==> src/nand_host_regs.svh <==
// Contract
// - Five address bytes, unused upper bits low
// - Command byte latched on write strobe rise
// - Address byte latched likewise, five per address
// - Data byte needs write protect high
// - Read strobe pulses shift out one byte
// - Host holds write protect high when modifying; here the pin just follows the CTRL write-protect bit set by software
// - Chip select high 10 us means standby
// - Page read 00h, address, 30h, busy wait
// - Random output 05h, two columns, E0h
// - Multi-plane read 60h rows twice, 30h
// - Host reads each plane with 00h/05h/E0h
// - Program 80h, address, data, then 10h
// - Host programs pages once, ascending order; the controller does not enforce this, it is left to software
`ifndef NAND_HOST_REGS_SVH
`define NAND_HOST_REGS_SVH

// ****************************************
// Register offsets (byte addresses)
// ****************************************
`define REG_CTRL    8'h00
`define REG_COL     8'h04
`define REG_ROW     8'h08
`define REG_OP      8'h0C
`define REG_STATUS  8'h10
`define REG_RDATA   8'h14

// ****************************************
// Field positions and reset values
// ****************************************
`define CTRL_WP_BIT     0
`define CTRL_DESEL_BIT  1
`define CTRL_WP_RST     1'b0
`define CTRL_DESEL_RST  1'b1
`define OP_KIND_LSB     8
`define OP_KIND_MSB     10
`define OP_WAIT_BIT     12
`define ST_BUSY_BIT     0
`define ST_READY_BIT    1
`define ST_STANDBY_BIT  2
`define ST_TIMEOUT_BIT  3

// ****************************************
// Timing, in ns, and derived clock counts
// ****************************************
`define CLK_NS          16'h0005
`define T_WE_LO_NS      16'h000F
`define T_WE_HI_NS      16'h000A
`define T_RE_LO_NS      16'h000F
`define T_RE_HI_NS      16'h000A
`define T_WB_NS         16'h0064
`define T_STANDBY_NS    16'h2710
`define T_ARRAY_NS      16'hEA60
`define SYNC_LAT        16'h0002
`define CYC(t)          (((t) + `CLK_NS - 16'h0001) / `CLK_NS)
`define WE_LO_CYC       `CYC(`T_WE_LO_NS)
`define WE_HI_CYC       `CYC(`T_WE_HI_NS)
`define RE_LO_CYC       `CYC(`T_RE_LO_NS)
`define RE_HI_CYC       `CYC(`T_RE_HI_NS)
`define WB_CYC          `CYC(`T_WB_NS)
`define STANDBY_CYC     `CYC(`T_STANDBY_NS)
`define ARRAY_READ_CYC  `CYC(`T_ARRAY_NS)

`endif

==> src/nand_host_pkg.sv <==
`default_nettype none
package nand_host_pkg;

  // Sequencer states
  typedef enum logic [2:0] {
    S_IDLE, S_WE_LO, S_WE_HI, S_RE_LO, S_RE_HI, S_WB, S_RB
  } seq_e;

  // Pin-level operations; OP_NONE is refused
  typedef enum logic [2:0] {
    OP_CMD, OP_ADDR, OP_ADDR5, OP_ADDR2, OP_ADDR3, OP_DIN, OP_DOUT, OP_NONE
  } op_e;

  // Pins driven towards the memory
  typedef struct packed {
    logic       cmd_latch;
    logic       addr_latch;
    logic       chip_sel_n;
    logic       write_strobe_n;
    logic       read_strobe_n;
    logic       write_protect_n;
    logic [7:0] io_bus;
    logic       io_bus_oe;
  } nand_out_s;

  // Two-stage synchroniser state
  typedef struct packed {
    logic [8:0] meta;
    logic [8:0] stable;
  } pin_sync_s;

  // Whole state of the controller
  typedef struct packed {
    seq_e        state;
    logic [15:0] cnt;
    logic [2:0]  idx;
    op_e         kind;
    logic [7:0]  opbyte;
    logic        op_wait;
    nand_out_s   pins;
    logic [12:0] col;
    logic [19:0] row;
    logic        wp_release;
    logic        deselect;
    logic [7:0]  rdata;
    logic        timeout;
    logic [15:0] sb_cnt;
    logic        standby;
    logic [31:0] hrdata;
    logic        hreadyout;
    logic        hresp;
    logic        wr_pend;
    logic [7:0]  wr_addr;
  } host_s;

endpackage
`default_nettype wire

==> src/nand_host.sv <==
// The AHB-Lite slave port and the register addresses were chosen for this implementation.
`timescale 1ns/1ps
`default_nettype none
`include "nand_host_regs.svh"
module nand_host
  import nand_host_pkg::*;
#(
  parameter logic [15:0] ARRAY_READ_CYC = `ARRAY_READ_CYC
)(
  // Clock and reset
  input  wire logic        hclk,
  input  wire logic        hresetn,
  // AHB-Lite slave
  input  wire logic        hsel,
  input  wire logic [31:0] haddr,
  input  wire logic [1:0]  htrans,
  input  wire logic        hwrite,
  input  wire logic [2:0]  hsize,
  input  wire logic [31:0] hwdata,
  input  wire logic        hready,
  output logic      [31:0] hrdata,
  output logic             hreadyout,
  output logic             hresp,
  // Memory pins
  output nand_out_s        pins,
  input  wire logic [7:0]  io_bus_in,
  input  wire logic        ready_busy_n
);

  host_s      st;
  host_s      next_st;
  logic [8:0] synced;
  logic       ready;
  logic       start;
  logic [31:0] rd_word;

  // ****************************************
  // Pin synchroniser
  // ****************************************
  nand_pin_sync u_sync (
    .hclk    (hclk),
    .hresetn (hresetn),
    .d       ({ready_busy_n, io_bus_in}),
    .q       (synced)
  );

  // Open-drain ready line, pulled up outside
  assign ready = synced[8];

  // Address byte for cycle index; upper unused bits stay low
  function automatic logic [7:0] addr_byte(input logic [2:0]  i,
                                           input logic [12:0] c,
                                           input logic [19:0] r);
    logic [7:0] b;
    b = 8'h00;
    unique case (i)
      3'h0:    b = c[7:0];
      3'h1:    b = {3'h0, c[12:8]};
      3'h2:    b = r[7:0];
      3'h3:    b = r[15:8];
      default: b = {4'h0, r[19:16]};
    endcase
    return b;
  endfunction

  // Column-only and row-only forms serve 05h/85h and 60h sequences
  function automatic logic [2:0] first_idx(input op_e k);
    return (k == OP_ADDR3) ? 3'h2 : 3'h0;
  endfunction

  function automatic logic [2:0] last_idx(input op_e k);
    logic [2:0] v;
    v = 3'h0;
    if (k == OP_ADDR2) begin
      v = 3'h1;
    end else if (k == OP_ADDR5 || k == OP_ADDR3) begin
      v = 3'h4;
    end
    return v;
  endfunction

  // ****************************************
  // Register read mux
  // ****************************************
  always_comb begin
    rd_word = 32'h0000_0000;
    unique case (haddr[7:0])
      `REG_CTRL: begin
        rd_word[`CTRL_WP_BIT]    = st.wp_release;
        rd_word[`CTRL_DESEL_BIT] = st.deselect;
      end
      `REG_COL:  rd_word[12:0] = st.col;
      `REG_ROW:  rd_word[19:0] = st.row;
      `REG_OP: begin
        rd_word[7:0]                       = st.opbyte;
        rd_word[`OP_KIND_MSB:`OP_KIND_LSB] = st.kind;
        rd_word[`OP_WAIT_BIT]              = st.op_wait;
      end
      `REG_STATUS: begin
        rd_word[`ST_BUSY_BIT]    = (st.state != S_IDLE);
        rd_word[`ST_READY_BIT]   = ready;
        rd_word[`ST_STANDBY_BIT] = st.standby;
        rd_word[`ST_TIMEOUT_BIT] = st.timeout;
      end
      `REG_RDATA: rd_word[7:0] = st.rdata;
      default:    rd_word = 32'h0000_0000; // Unmapped reads zero
    endcase
  end

  // ****************************************
  // Next-state logic
  // ****************************************
  always_comb begin
    next_st = st;
    start   = 1'b0;
    // Zero-wait slave: read data in the cycle after the address phase
    next_st.hreadyout = 1'b1;
    next_st.hresp     = 1'b0;
    next_st.wr_pend   = 1'b0;
    if (hsel && hready && htrans[1]) begin
      next_st.wr_pend = hwrite;
      next_st.wr_addr = haddr[7:0];
      if (!hwrite) begin
        next_st.hrdata = rd_word;
      end
    end

    // Write data phase; an operation written while busy is dropped
    if (st.wr_pend) begin
      unique case (st.wr_addr)
        `REG_CTRL: begin
          next_st.wp_release = hwdata[`CTRL_WP_BIT];
          next_st.deselect   = hwdata[`CTRL_DESEL_BIT];
        end
        `REG_COL: next_st.col = hwdata[12:0];
        // Page order and single programming are left to software
        `REG_ROW: next_st.row = hwdata[19:0];
        `REG_OP: begin
          if (st.state == S_IDLE &&
              op_e'(hwdata[`OP_KIND_MSB:`OP_KIND_LSB]) != OP_NONE) begin
            next_st.kind    = op_e'(hwdata[`OP_KIND_MSB:`OP_KIND_LSB]);
            next_st.opbyte  = hwdata[7:0];
            next_st.op_wait = hwdata[`OP_WAIT_BIT];
            start           = 1'b1;
          end
        end
        default: ;
      endcase
    end

    // Write protect follows software at all times
    next_st.pins.write_protect_n = next_st.wp_release;

    // Sequencer: one pin-level operation per software order
    unique case (st.state)
      S_IDLE: begin
        next_st.pins.chip_sel_n = st.deselect;
        if (start) begin
          next_st.timeout         = 1'b0;
          next_st.pins.chip_sel_n = 1'b0;
          if (next_st.kind == OP_DOUT) begin
            // Extra low time covers the synchroniser delay
            next_st.pins.io_bus_oe     = 1'b0;
            next_st.pins.read_strobe_n = 1'b0;
            next_st.cnt   = `RE_LO_CYC + `SYNC_LAT - 16'h0001;
            next_st.state = S_RE_LO;
          end else begin
            next_st.idx                 = first_idx(next_st.kind);
            next_st.pins.cmd_latch      = (next_st.kind == OP_CMD);
            next_st.pins.addr_latch     = (next_st.kind != OP_CMD &&
                                           next_st.kind != OP_DIN);
            next_st.pins.io_bus         = (next_st.kind == OP_ADDR5 ||
                                           next_st.kind == OP_ADDR2 ||
                                           next_st.kind == OP_ADDR3) ?
                                          addr_byte(first_idx(next_st.kind),
                                                    st.col, st.row) :
                                          next_st.opbyte;
            next_st.pins.io_bus_oe      = 1'b1;
            next_st.pins.write_strobe_n = 1'b0;
            next_st.cnt                 = `WE_LO_CYC - 16'h0001;
            next_st.state               = S_WE_LO;
          end
        end
      end
      S_WE_LO: begin
        if (st.cnt == 16'h0000) begin
          next_st.pins.write_strobe_n = 1'b1; // Rising edge latches byte
          next_st.cnt                 = `WE_HI_CYC - 16'h0001;
          next_st.state               = S_WE_HI;
        end else begin
          next_st.cnt = st.cnt - 16'h0001;
        end
      end
      S_WE_HI: begin
        if (st.cnt != 16'h0000) begin
          next_st.cnt = st.cnt - 16'h0001;
        end else if (st.pins.addr_latch && st.idx != last_idx(st.kind)) begin
          // Next address cycle, lowest byte first
          next_st.idx                 = st.idx + 3'h1;
          next_st.pins.io_bus         = addr_byte(st.idx + 3'h1,
                                                  st.col, st.row);
          next_st.pins.write_strobe_n = 1'b0;
          next_st.cnt                 = `WE_LO_CYC - 16'h0001;
          next_st.state               = S_WE_LO;
        end else begin
          next_st.pins.cmd_latch  = 1'b0;
          next_st.pins.addr_latch = 1'b0;
          next_st.pins.io_bus_oe  = 1'b0;
          if (st.kind == OP_CMD && st.op_wait) begin
            // Busy may take a while to show after a confirm
            next_st.cnt   = `WB_CYC - 16'h0001;
            next_st.state = S_WB;
          end else begin
            next_st.state = S_IDLE;
          end
        end
      end
      S_RE_LO: begin
        if (st.cnt == 16'h0000) begin
          next_st.rdata              = synced[7:0];
          next_st.pins.read_strobe_n = 1'b1;
          next_st.cnt                = `RE_HI_CYC - 16'h0001;
          next_st.state              = S_RE_HI;
        end else begin
          next_st.cnt = st.cnt - 16'h0001;
        end
      end
      S_RE_HI: begin
        if (st.cnt == 16'h0000) begin
          next_st.state = S_IDLE;
        end else begin
          next_st.cnt = st.cnt - 16'h0001;
        end
      end
      S_WB: begin
        if (st.cnt == 16'h0000) begin
          next_st.cnt   = ARRAY_READ_CYC;
          next_st.state = S_RB;
        end else begin
          next_st.cnt = st.cnt - 16'h0001;
        end
      end
      S_RB: begin
        if (ready) begin
          next_st.state = S_IDLE;
        end else if (st.cnt == 16'h0000) begin
          next_st.timeout = 1'b1; // Stuck busy gives up, sticky flag
          next_st.state   = S_IDLE;
        end else begin
          next_st.cnt = st.cnt - 16'h0001;
        end
      end
      default: next_st.state = S_IDLE;
    endcase

    // Standby is reported once chip select has stayed high long enough
    if (st.pins.chip_sel_n) begin
      if (st.sb_cnt != `STANDBY_CYC) begin
        next_st.sb_cnt = st.sb_cnt + 16'h0001;
      end
      next_st.standby = (st.sb_cnt == `STANDBY_CYC);
    end else begin
      next_st.sb_cnt  = 16'h0000;
      next_st.standby = 1'b0;
    end
  end

  // ****************************************
  // State register
  // ****************************************
  always_ff @(posedge hclk or negedge hresetn) begin
    if (!hresetn) begin
      st                      <= '0;
      st.kind                 <= OP_NONE;
      st.wp_release           <= `CTRL_WP_RST;
      st.deselect             <= `CTRL_DESEL_RST;
      st.pins.chip_sel_n      <= 1'b1;
      st.pins.write_strobe_n  <= 1'b1;
      st.pins.read_strobe_n   <= 1'b1;
      st.hreadyout            <= 1'b1;
    end else begin
      st <= next_st;
    end
  end

  assign hrdata    = st.hrdata;
  assign hreadyout = st.hreadyout;
  assign hresp     = st.hresp;
  assign pins      = st.pins;

  // Independent count of chip-select high time
  logic [15:0] ce_high;
  always_ff @(posedge hclk or negedge hresetn) begin
    if (!hresetn) begin
      ce_high <= 16'h0000;
    end else if (!st.pins.chip_sel_n) begin
      ce_high <= 16'h0000;
    end else if (ce_high != 16'hFFFF) begin
      ce_high <= ce_high + 16'h0001;
    end
  end
endmodule
`default_nettype wire

==> src/nand_pin_sync.sv <==
`timescale 1ns/1ps
`default_nettype none
module nand_pin_sync
  import nand_host_pkg::*;
(
  // Clock and reset
  input  wire logic       hclk,
  input  wire logic       hresetn,
  // Raw pins in, synchronised levels out
  input  wire logic [8:0] d,
  output logic      [8:0] q
);

  pin_sync_s st;
  pin_sync_s next_st;

  // First stage feeds only the second stage
  always_comb begin
    next_st.meta   = d;
    next_st.stable = st.meta;
  end

  always_ff @(posedge hclk or negedge hresetn) begin
    if (!hresetn) begin
      st <= '0;
    end else begin
      st <= next_st;
    end
  end

  assign q = st.stable;

endmodule
`default_nettype wire

==> config.mk <==
export PLATFORM = sky130hd
export DESIGN_NAME = nand_host
export DESIGN_NICKNAME = d
export VERILOG_FILES = /design/src/nand_host_pkg.sv /design/src/nand_host.sv /design/src/nand_pin_sync.sv
export VERILOG_INCLUDE_DIRS = /design/src
export SDC_FILE = /design/constraint.sdc
export NUM_CORES = 1
export LEC_CHECK = 0
export BUFFER_PORTS_ARGS = -buffer_cell sky130_fd_sc_hd__buf_2
export CORE_ASPECT_RATIO = 1.75
export CORE_MARGIN = 2
export CORE_UTILIZATION = 50
export CTS_CLUSTER_SIZE = 25
export DETAILED_ROUTE_END_ITERATION = 16
export PLACE_DENSITY = 0.72
export SLEW_MARGIN = 40
export SYNTH_ARGS = -nofsm -noshare
export SYNTH_HDL_FRONTEND = slang
export SYNTH_SLANG_ARGS = --single-unit
==> constraint.sdc <==
create_clock -name hclk -period 2.8 [get_ports hclk]
set_input_delay 0.84 -clock hclk [delete_from_list [all_inputs] [get_ports hclk]]
set_output_delay 0.84 -clock hclk [all_outputs]
set_load 0.05 [all_outputs]
# ---- Word level (Yosys, flattened, before mapping)
# Index checks and enable logic that the tools add are counted.
dict set report op_classes {
  addsub 3
  eq_ne 45
  muxes 68
  bitwise_logic 1
  n_reduce_logical 40
}
# cell n
set op_table {}
lappend op_table {{two-way mux 16 bit} 7}
lappend op_table {{case mux 16 bit (6 select lines)} 1}
lappend op_table {{case mux 8 bit (4 select lines)} 2}
lappend op_table {{two-way mux 3 bit} 14}
lappend op_table {{two-way mux 12 bit} 3}
lappend op_table {{equality test 8 x 4 -> 1 bit, second input constant} 4}
lappend op_table {{two-way mux 9 bit} 3}
lappend op_table {{equality test 3 x 2 -> 1 bit, second input constant} 8}
lappend op_table {{two-way mux 8 bit} 3}
lappend op_table {{two-way mux 22 bit} 1}
lappend op_table {{case mux 3 bit (7 select lines)} 1}
lappend op_table {{!= test 2 bit, second input constant} 10}
lappend op_table {{two-way mux 19 bit} 1}
lappend op_table {{equality test 3 bit, second input constant} 6}
lappend op_table {{two-way mux 18 bit} 1}
lappend op_table {{case mux 9 bit (2 select lines)} 1}
lappend op_table {{two-way mux 17 bit} 1}
lappend op_table {{adder 16 x 1 -> 16 bit, second input constant} 1}
lappend op_table {{equality test 16 x 11 -> 1 bit, second input constant} 1}
lappend op_table {{equality test 8 x 3 -> 1 bit, second input constant} 2}
lappend op_table {{equality test 8 x 5 -> 1 bit, second input constant} 2}
lappend op_table {{logical NOT 16 bit} 1}
lappend op_table {{logical NOT 8 bit} 2}
lappend op_table {{!= test 16 x 11 -> 1 bit, second input constant} 1}
lappend op_table {{35 further kinds} 80}
dict set report totals {
  register_bits 156
  in_bits 83
  out_inout_bits 49
  wordCells 183
}

# ---- Logic depth before layout (Yosys ltp)
dict set report depth {
  depth_word 13
  depth_mapped 10
  depth_no_buf 8
}

# ---- Cells and area by module
# Synthesis repeated with hierarchy kept, for this count alone.
dict set report unflattened {
  hier_cells 843
  area_unflattened_um2 8360.5
}
# mod instances cells_each area_per_inst_um2 seq_area_each_um2
set modules_own_cells {}
lappend modules_own_cells {nand_host 1 825 7910.1 3462.1}
lappend modules_own_cells {nand_pin_sync 1 18 450.4 450.4}

# ---- Least setup slack after synthesis
# No wires, ideal clock.
dict set report synth_timing {
  path_type {in2reg}
  from {input port hwdata[8]}
  to {register pins[14] (netlist name)}
  setup_ns 0.138
  t_arrival_ns 2.473
  required_ns 2.662
  path_slack_ns 0.189
  cell_stages 8
  path_buffers 4
  path_cell_list {clkbuf_1 nand3_1 and3_1 clkbuf_1 nand2_2 clkbuf_1 clkbuf_1 o22ai_1}
}
dict set report synth_via {
  elab_chain_len 9
  elab_cells_between_ends 16
  classes_between {eq/ne (4); mux (9); reduce/logical (3)}
}
# element line
set synth_lines {}
lappend synth_lines {{start: declaration} nand_host.sv:19} ;# input wire logic [31:0] hwdata,
lappend synth_lines {{!= test 3 bit} nand_host.sv:140} ;# op_e'(hwdata[`OP_KIND_MSB:`OP_KIND_LSB]) != OP_NONE) begin
lappend synth_lines {{logical AND 1 bit} nand_host.sv:139} ;# if (st.state == S_IDLE &&
lappend synth_lines {{two-way mux 12 bit} nand_host.sv:139}
lappend synth_lines {{two-way mux 12 bit} nand_host.sv:130} ;# unique case (st.wr_addr)
lappend synth_lines {{two-way mux 12 bit} nand_host.sv:129} ;# if (st.wr_pend) begin
lappend synth_lines {{logical NOT 3 bit} nand_host.sv:169} ;# next_st.pins.cmd_latch = (next_st.kind == OP_CMD);
lappend synth_lines {{two-way mux 2 bit} nand_host.sv:161} ;# if (next_st.kind == OP_DOUT) begin
lappend synth_lines {{two-way mux 5 bit} nand_host.sv:158} ;# if (start) begin
lappend synth_lines {{case mux 2 bit (2 select lines)} nand_host.sv:155} ;# unique case (st.state)
# Parallel ways exist; a longest one is shown, timed or not. The select of a mux whose other input is x is not followed.
# A chain may end at the register's enable or synchronous reset.

# ---- Worst setup path in the final report
dict set report layout_timing {
  from {register st[135] in the netlist's numbering}
  to {register pins[13] (netlist name)}
}
dict set report layout_via {
  elab_chain_len 3
}
# element line
set layout_lines {}
lappend layout_lines {{start: declaration} nand_host.sv:30} ;# host_s st;
lappend layout_lines {{start signal: assignment} nand_host.sv:282} ;# st <= next_st;
lappend layout_lines {{nonzero test 16 bit} nand_host.sv:195} ;# if (st.cnt != 16'h0000) begin
lappend layout_lines {{!= test 2 bit (no source line)} n/a}
lappend layout_lines {{AND reduction 5 bit (no source line)} n/a}
# Every way passes these cells.

==> impl_metrics.toml <==
[die]
coreArea_sq_um = 16790
row_count = 63
start_util_pct = 50.42
die-area_sq_um = 18030
ioPinCount = 132
die-width_microns = 102.4
dieHeight_microns = 176.1

[routing]
num_vias = 6840
viasPerCell = 5.912
drt_iter0_markers = 509
firstDrtPassIters = 5
wl_per_cell_microns = 19.75
ant_nets = 0
routed_wirelength_microns = 22850
drc = 0

[placement]
dp_cells = 1125
place_hpwl_microns = 17100
portBuffers = 77
routabilityCongestion = 0.9655

[global_routing]
gr-total-overflow = 0
antenna_found_initial = 0
track_usage_pct = 26.52
grt_pass1_wl_microns = 35580
grt_max_degree = 48
grt_pass1_vias = 6809

[synthesis]
synth_cell_types = 72
ys_seq_area_share_pct = 46.22
synth_top_family_by_area = "compound AO/OA/AOI/OAI gates"
synth_xor_area_share_pct = 1.345
synth-simple-area-share_pct = 16.04
synth_ff_type = "dfrtp_1"
synthMuxAreaShare_pct = 11.13
avgSynthCellArea_sq_um = 9.844
synth-edff-count = 0
synthCells = 860
yosys_warnings = 0
synth-adder-area-share_pct = 1.330
ys_ff_latch = 156
async_reset_ff_share_pct = 100.0
synth_compound_area_share_pct = 16.45
syn_area_sq_um = 8466

[clocking]
clk_pin_slew_worst_paths_ps = 70
cts_tree = "yes"
htree_num_levels = 4
clk_latency_ps = 430
cts_root_buf = "clkbuf_16"
numCtsBuffers = 17
cts.sinks = 156
cts_setup_buffers = 0
clockBufferDepth = 2

[worst_setup_path]
reg2reg_to = "pins[13]$_DFFE_PN0P_"
critPathLaunchType = "register"
endpoint = "pins[13]$_DFFE_PN0P_"
critPathCaptureType = "register"
critPathKind = "reg2reg"
crit_arrival_ps = 3040
critPathMaxFanout = 3
r2r_setup_slack_ps = 80
startpoint = "st[135]$_DFFE_PN0P_"
rr_worst_depth = 8
timing.rr.start = "st[135]$_DFFE_PN0P_"
required_ps = 3120

[timing]
period_share_pct = 97.18
finalSetupViolCount = 0
whs_ps = 342.1
tns_ps = 0
fin_skew_ps = 10.88
hold_viol = 0
rsz0062_at_grt = "no"
drv_slew = 0
worstMarginPinSlew_ps = 731.0
period_needed_ps = 2721
relSlewSlack_pct = 50.94
max_freq_mhz = 367.5

[min_path]
hp-class = "in2async"

[power]
powerDensity_nw_per_um2 = 513.4
ir_drop_mv = 0.4783
p_leak_nw = 4.369

[final_layout]
final_cells = 1157
nFillCells = 1450
fin_nets = 1009
finalCoreUtilization_pct = 56.78
synthToLayoutAreaGrowth_pct = 12.61
drive_above_1_share_pct = 26.45
n_antenna_cell = 0

[run]
maxCapViolCount = 0

[run_status]
outcome = "complete, no violations"
[worst min-delay path by stage]
| stage | slack, ps | end | from |
|---|---|---|---|
| floorplan | 330 | u_sync.q[0]$_DFF_PN0_ | u_sync.next_st[0]$_DFF_PN0_ |
| global placement | 330 | u_sync.q[5]$_DFF_PN0_ | u_sync.next_st[5]$_DFF_PN0_ |
| detailed placement | 340 | u_sync.q[5]$_DFF_PN0_ | u_sync.next_st[5]$_DFF_PN0_ |
| CTS | 340 | pins[5]$_DFFE_PN0P_ | hresetn |
| global route | 360 | hrdata[14]$_DFFE_PN0P_ | hresetn |
| finish | 340 | hrdata[14]$_DFFE_PN0P_ | hresetn |
[Yosys cell counts (12+ instances only)]
cell type / instances / area [sq um]
o21ai_0: 55 / 275.3
inv_1: 17 / 63.81
a21oi_1: 28 / 140.1
a22oi_1: 18 / 135.1
dfrtp_1: 149 / 3729
buf_4: 52 / 390.4
nor2_1: 61 / 229.0
nand3_1: 27 / 135.1
mux2i_1: 21 / 210.2
nand2_1: 92 / 345.3
clkbuf_1: 42 / 157.7
mux2_2: 65 / 732.0
nor3_1: 12 / 60.06
[cell families (layout without fill, tap and decap cells)]
group,count (synthesis),count (layout)
flip-flops,156,156
XOR/XNOR,13,13
AO/OA/AOI/OAI,205,205
buffers and inverters,115,173
other,2,14
multiplexers,86,86
AND/OR/NAND/NOR,274,274
adder cells (fa/ha/maj),9,9
[report_power, final]
group          switching, mW  leakage (nW)  internal, mW
combinational          0.247          2.18         0.141
sequential            0.0880          1.94          2.34
clock                  0.945         0.246          1.13
total                   1.28          4.37          3.61
[flip-flops by register name, indices dropped and copies added, names as in the netlist]
signal / cells
hrdata: 20
pins: 14
st: 104
u_sync.next_st: 9
u_sync.q: 9
[area by class of cell]
class	count	area, sq um	share of cell area [%]
repair buffers	122	754.5	7.914
multi-input cells	601	3981	41.76
well taps	227	284.0	2.979
inverters	19	71.32	0.7481
clock buffers	19	432.9	4.541
clock inverters	13	96.34	1.011
flip-flops and latches	156	3913	41.04
[stage by stage]
stage          area (sq um)  power, mW  setup WS [ps]
4_1_cts                9523      4.943          114.8
2_1_floorplan          8511      2.704          188.8
6_report               9533      4.894          79.04
3_3_place_gp           8994      2.846          146.1
3_5_place_dp           8994      2.855          112.5
5_1_grt                9533      5.063          32.07
[cells in the final DEF (no fill, tap or decap), drive strengths merged, types with 12 or more instances in the layout]
| master | synthesis | routed |
|---|---|---|
| or3 | 12 | 12 |
| clkbuf | 42 | 19 |
| nand2 | 93 | 93 |
| nor3 | 13 | 13 |
| nor2 | 62 | 62 |
| buf | 54 | 122 |
| mux2 | 65 | 65 |
| nand3 | 28 | 28 |
| a21oi | 28 | 28 |
| mux2i | 21 | 21 |
| o21ai | 58 | 58 |
| dfrtp | 149 | 149 |
| a22oi | 18 | 18 |
| conb | 2 | 14 |
| inv | 17 | 19 |
[routing by layer]
layer | vias up | GRT usage (%) | share of wire, %
met1 | 3364 | 27.14 | 35
met4 | 0 | 18.67 | 7.7
met3 | 91 | 5.028 | 3.5
met2 | 245 | 47.07 | 54
met5 | - | 0 | 0
li1 | 3140 | - | -
[what timing repair did]
item                                    CTS  global route
hold endpoints to repair                  0             0
hold buffers                              0             0
endpoints found under the setup margin    0            10
gates resized for setup                   0             2
[worst max-delay path, stage by stage (launching register included)]
cell     delay [ps]
dfrtp_1         390
inv_1           100
ha_1            170
or4b_4          510
or3_4           370
or2_1           280
a211o_1         310
o21ai_2         110
mux2_2          360
Note: power is estimated with default switching activity, not from simulation.
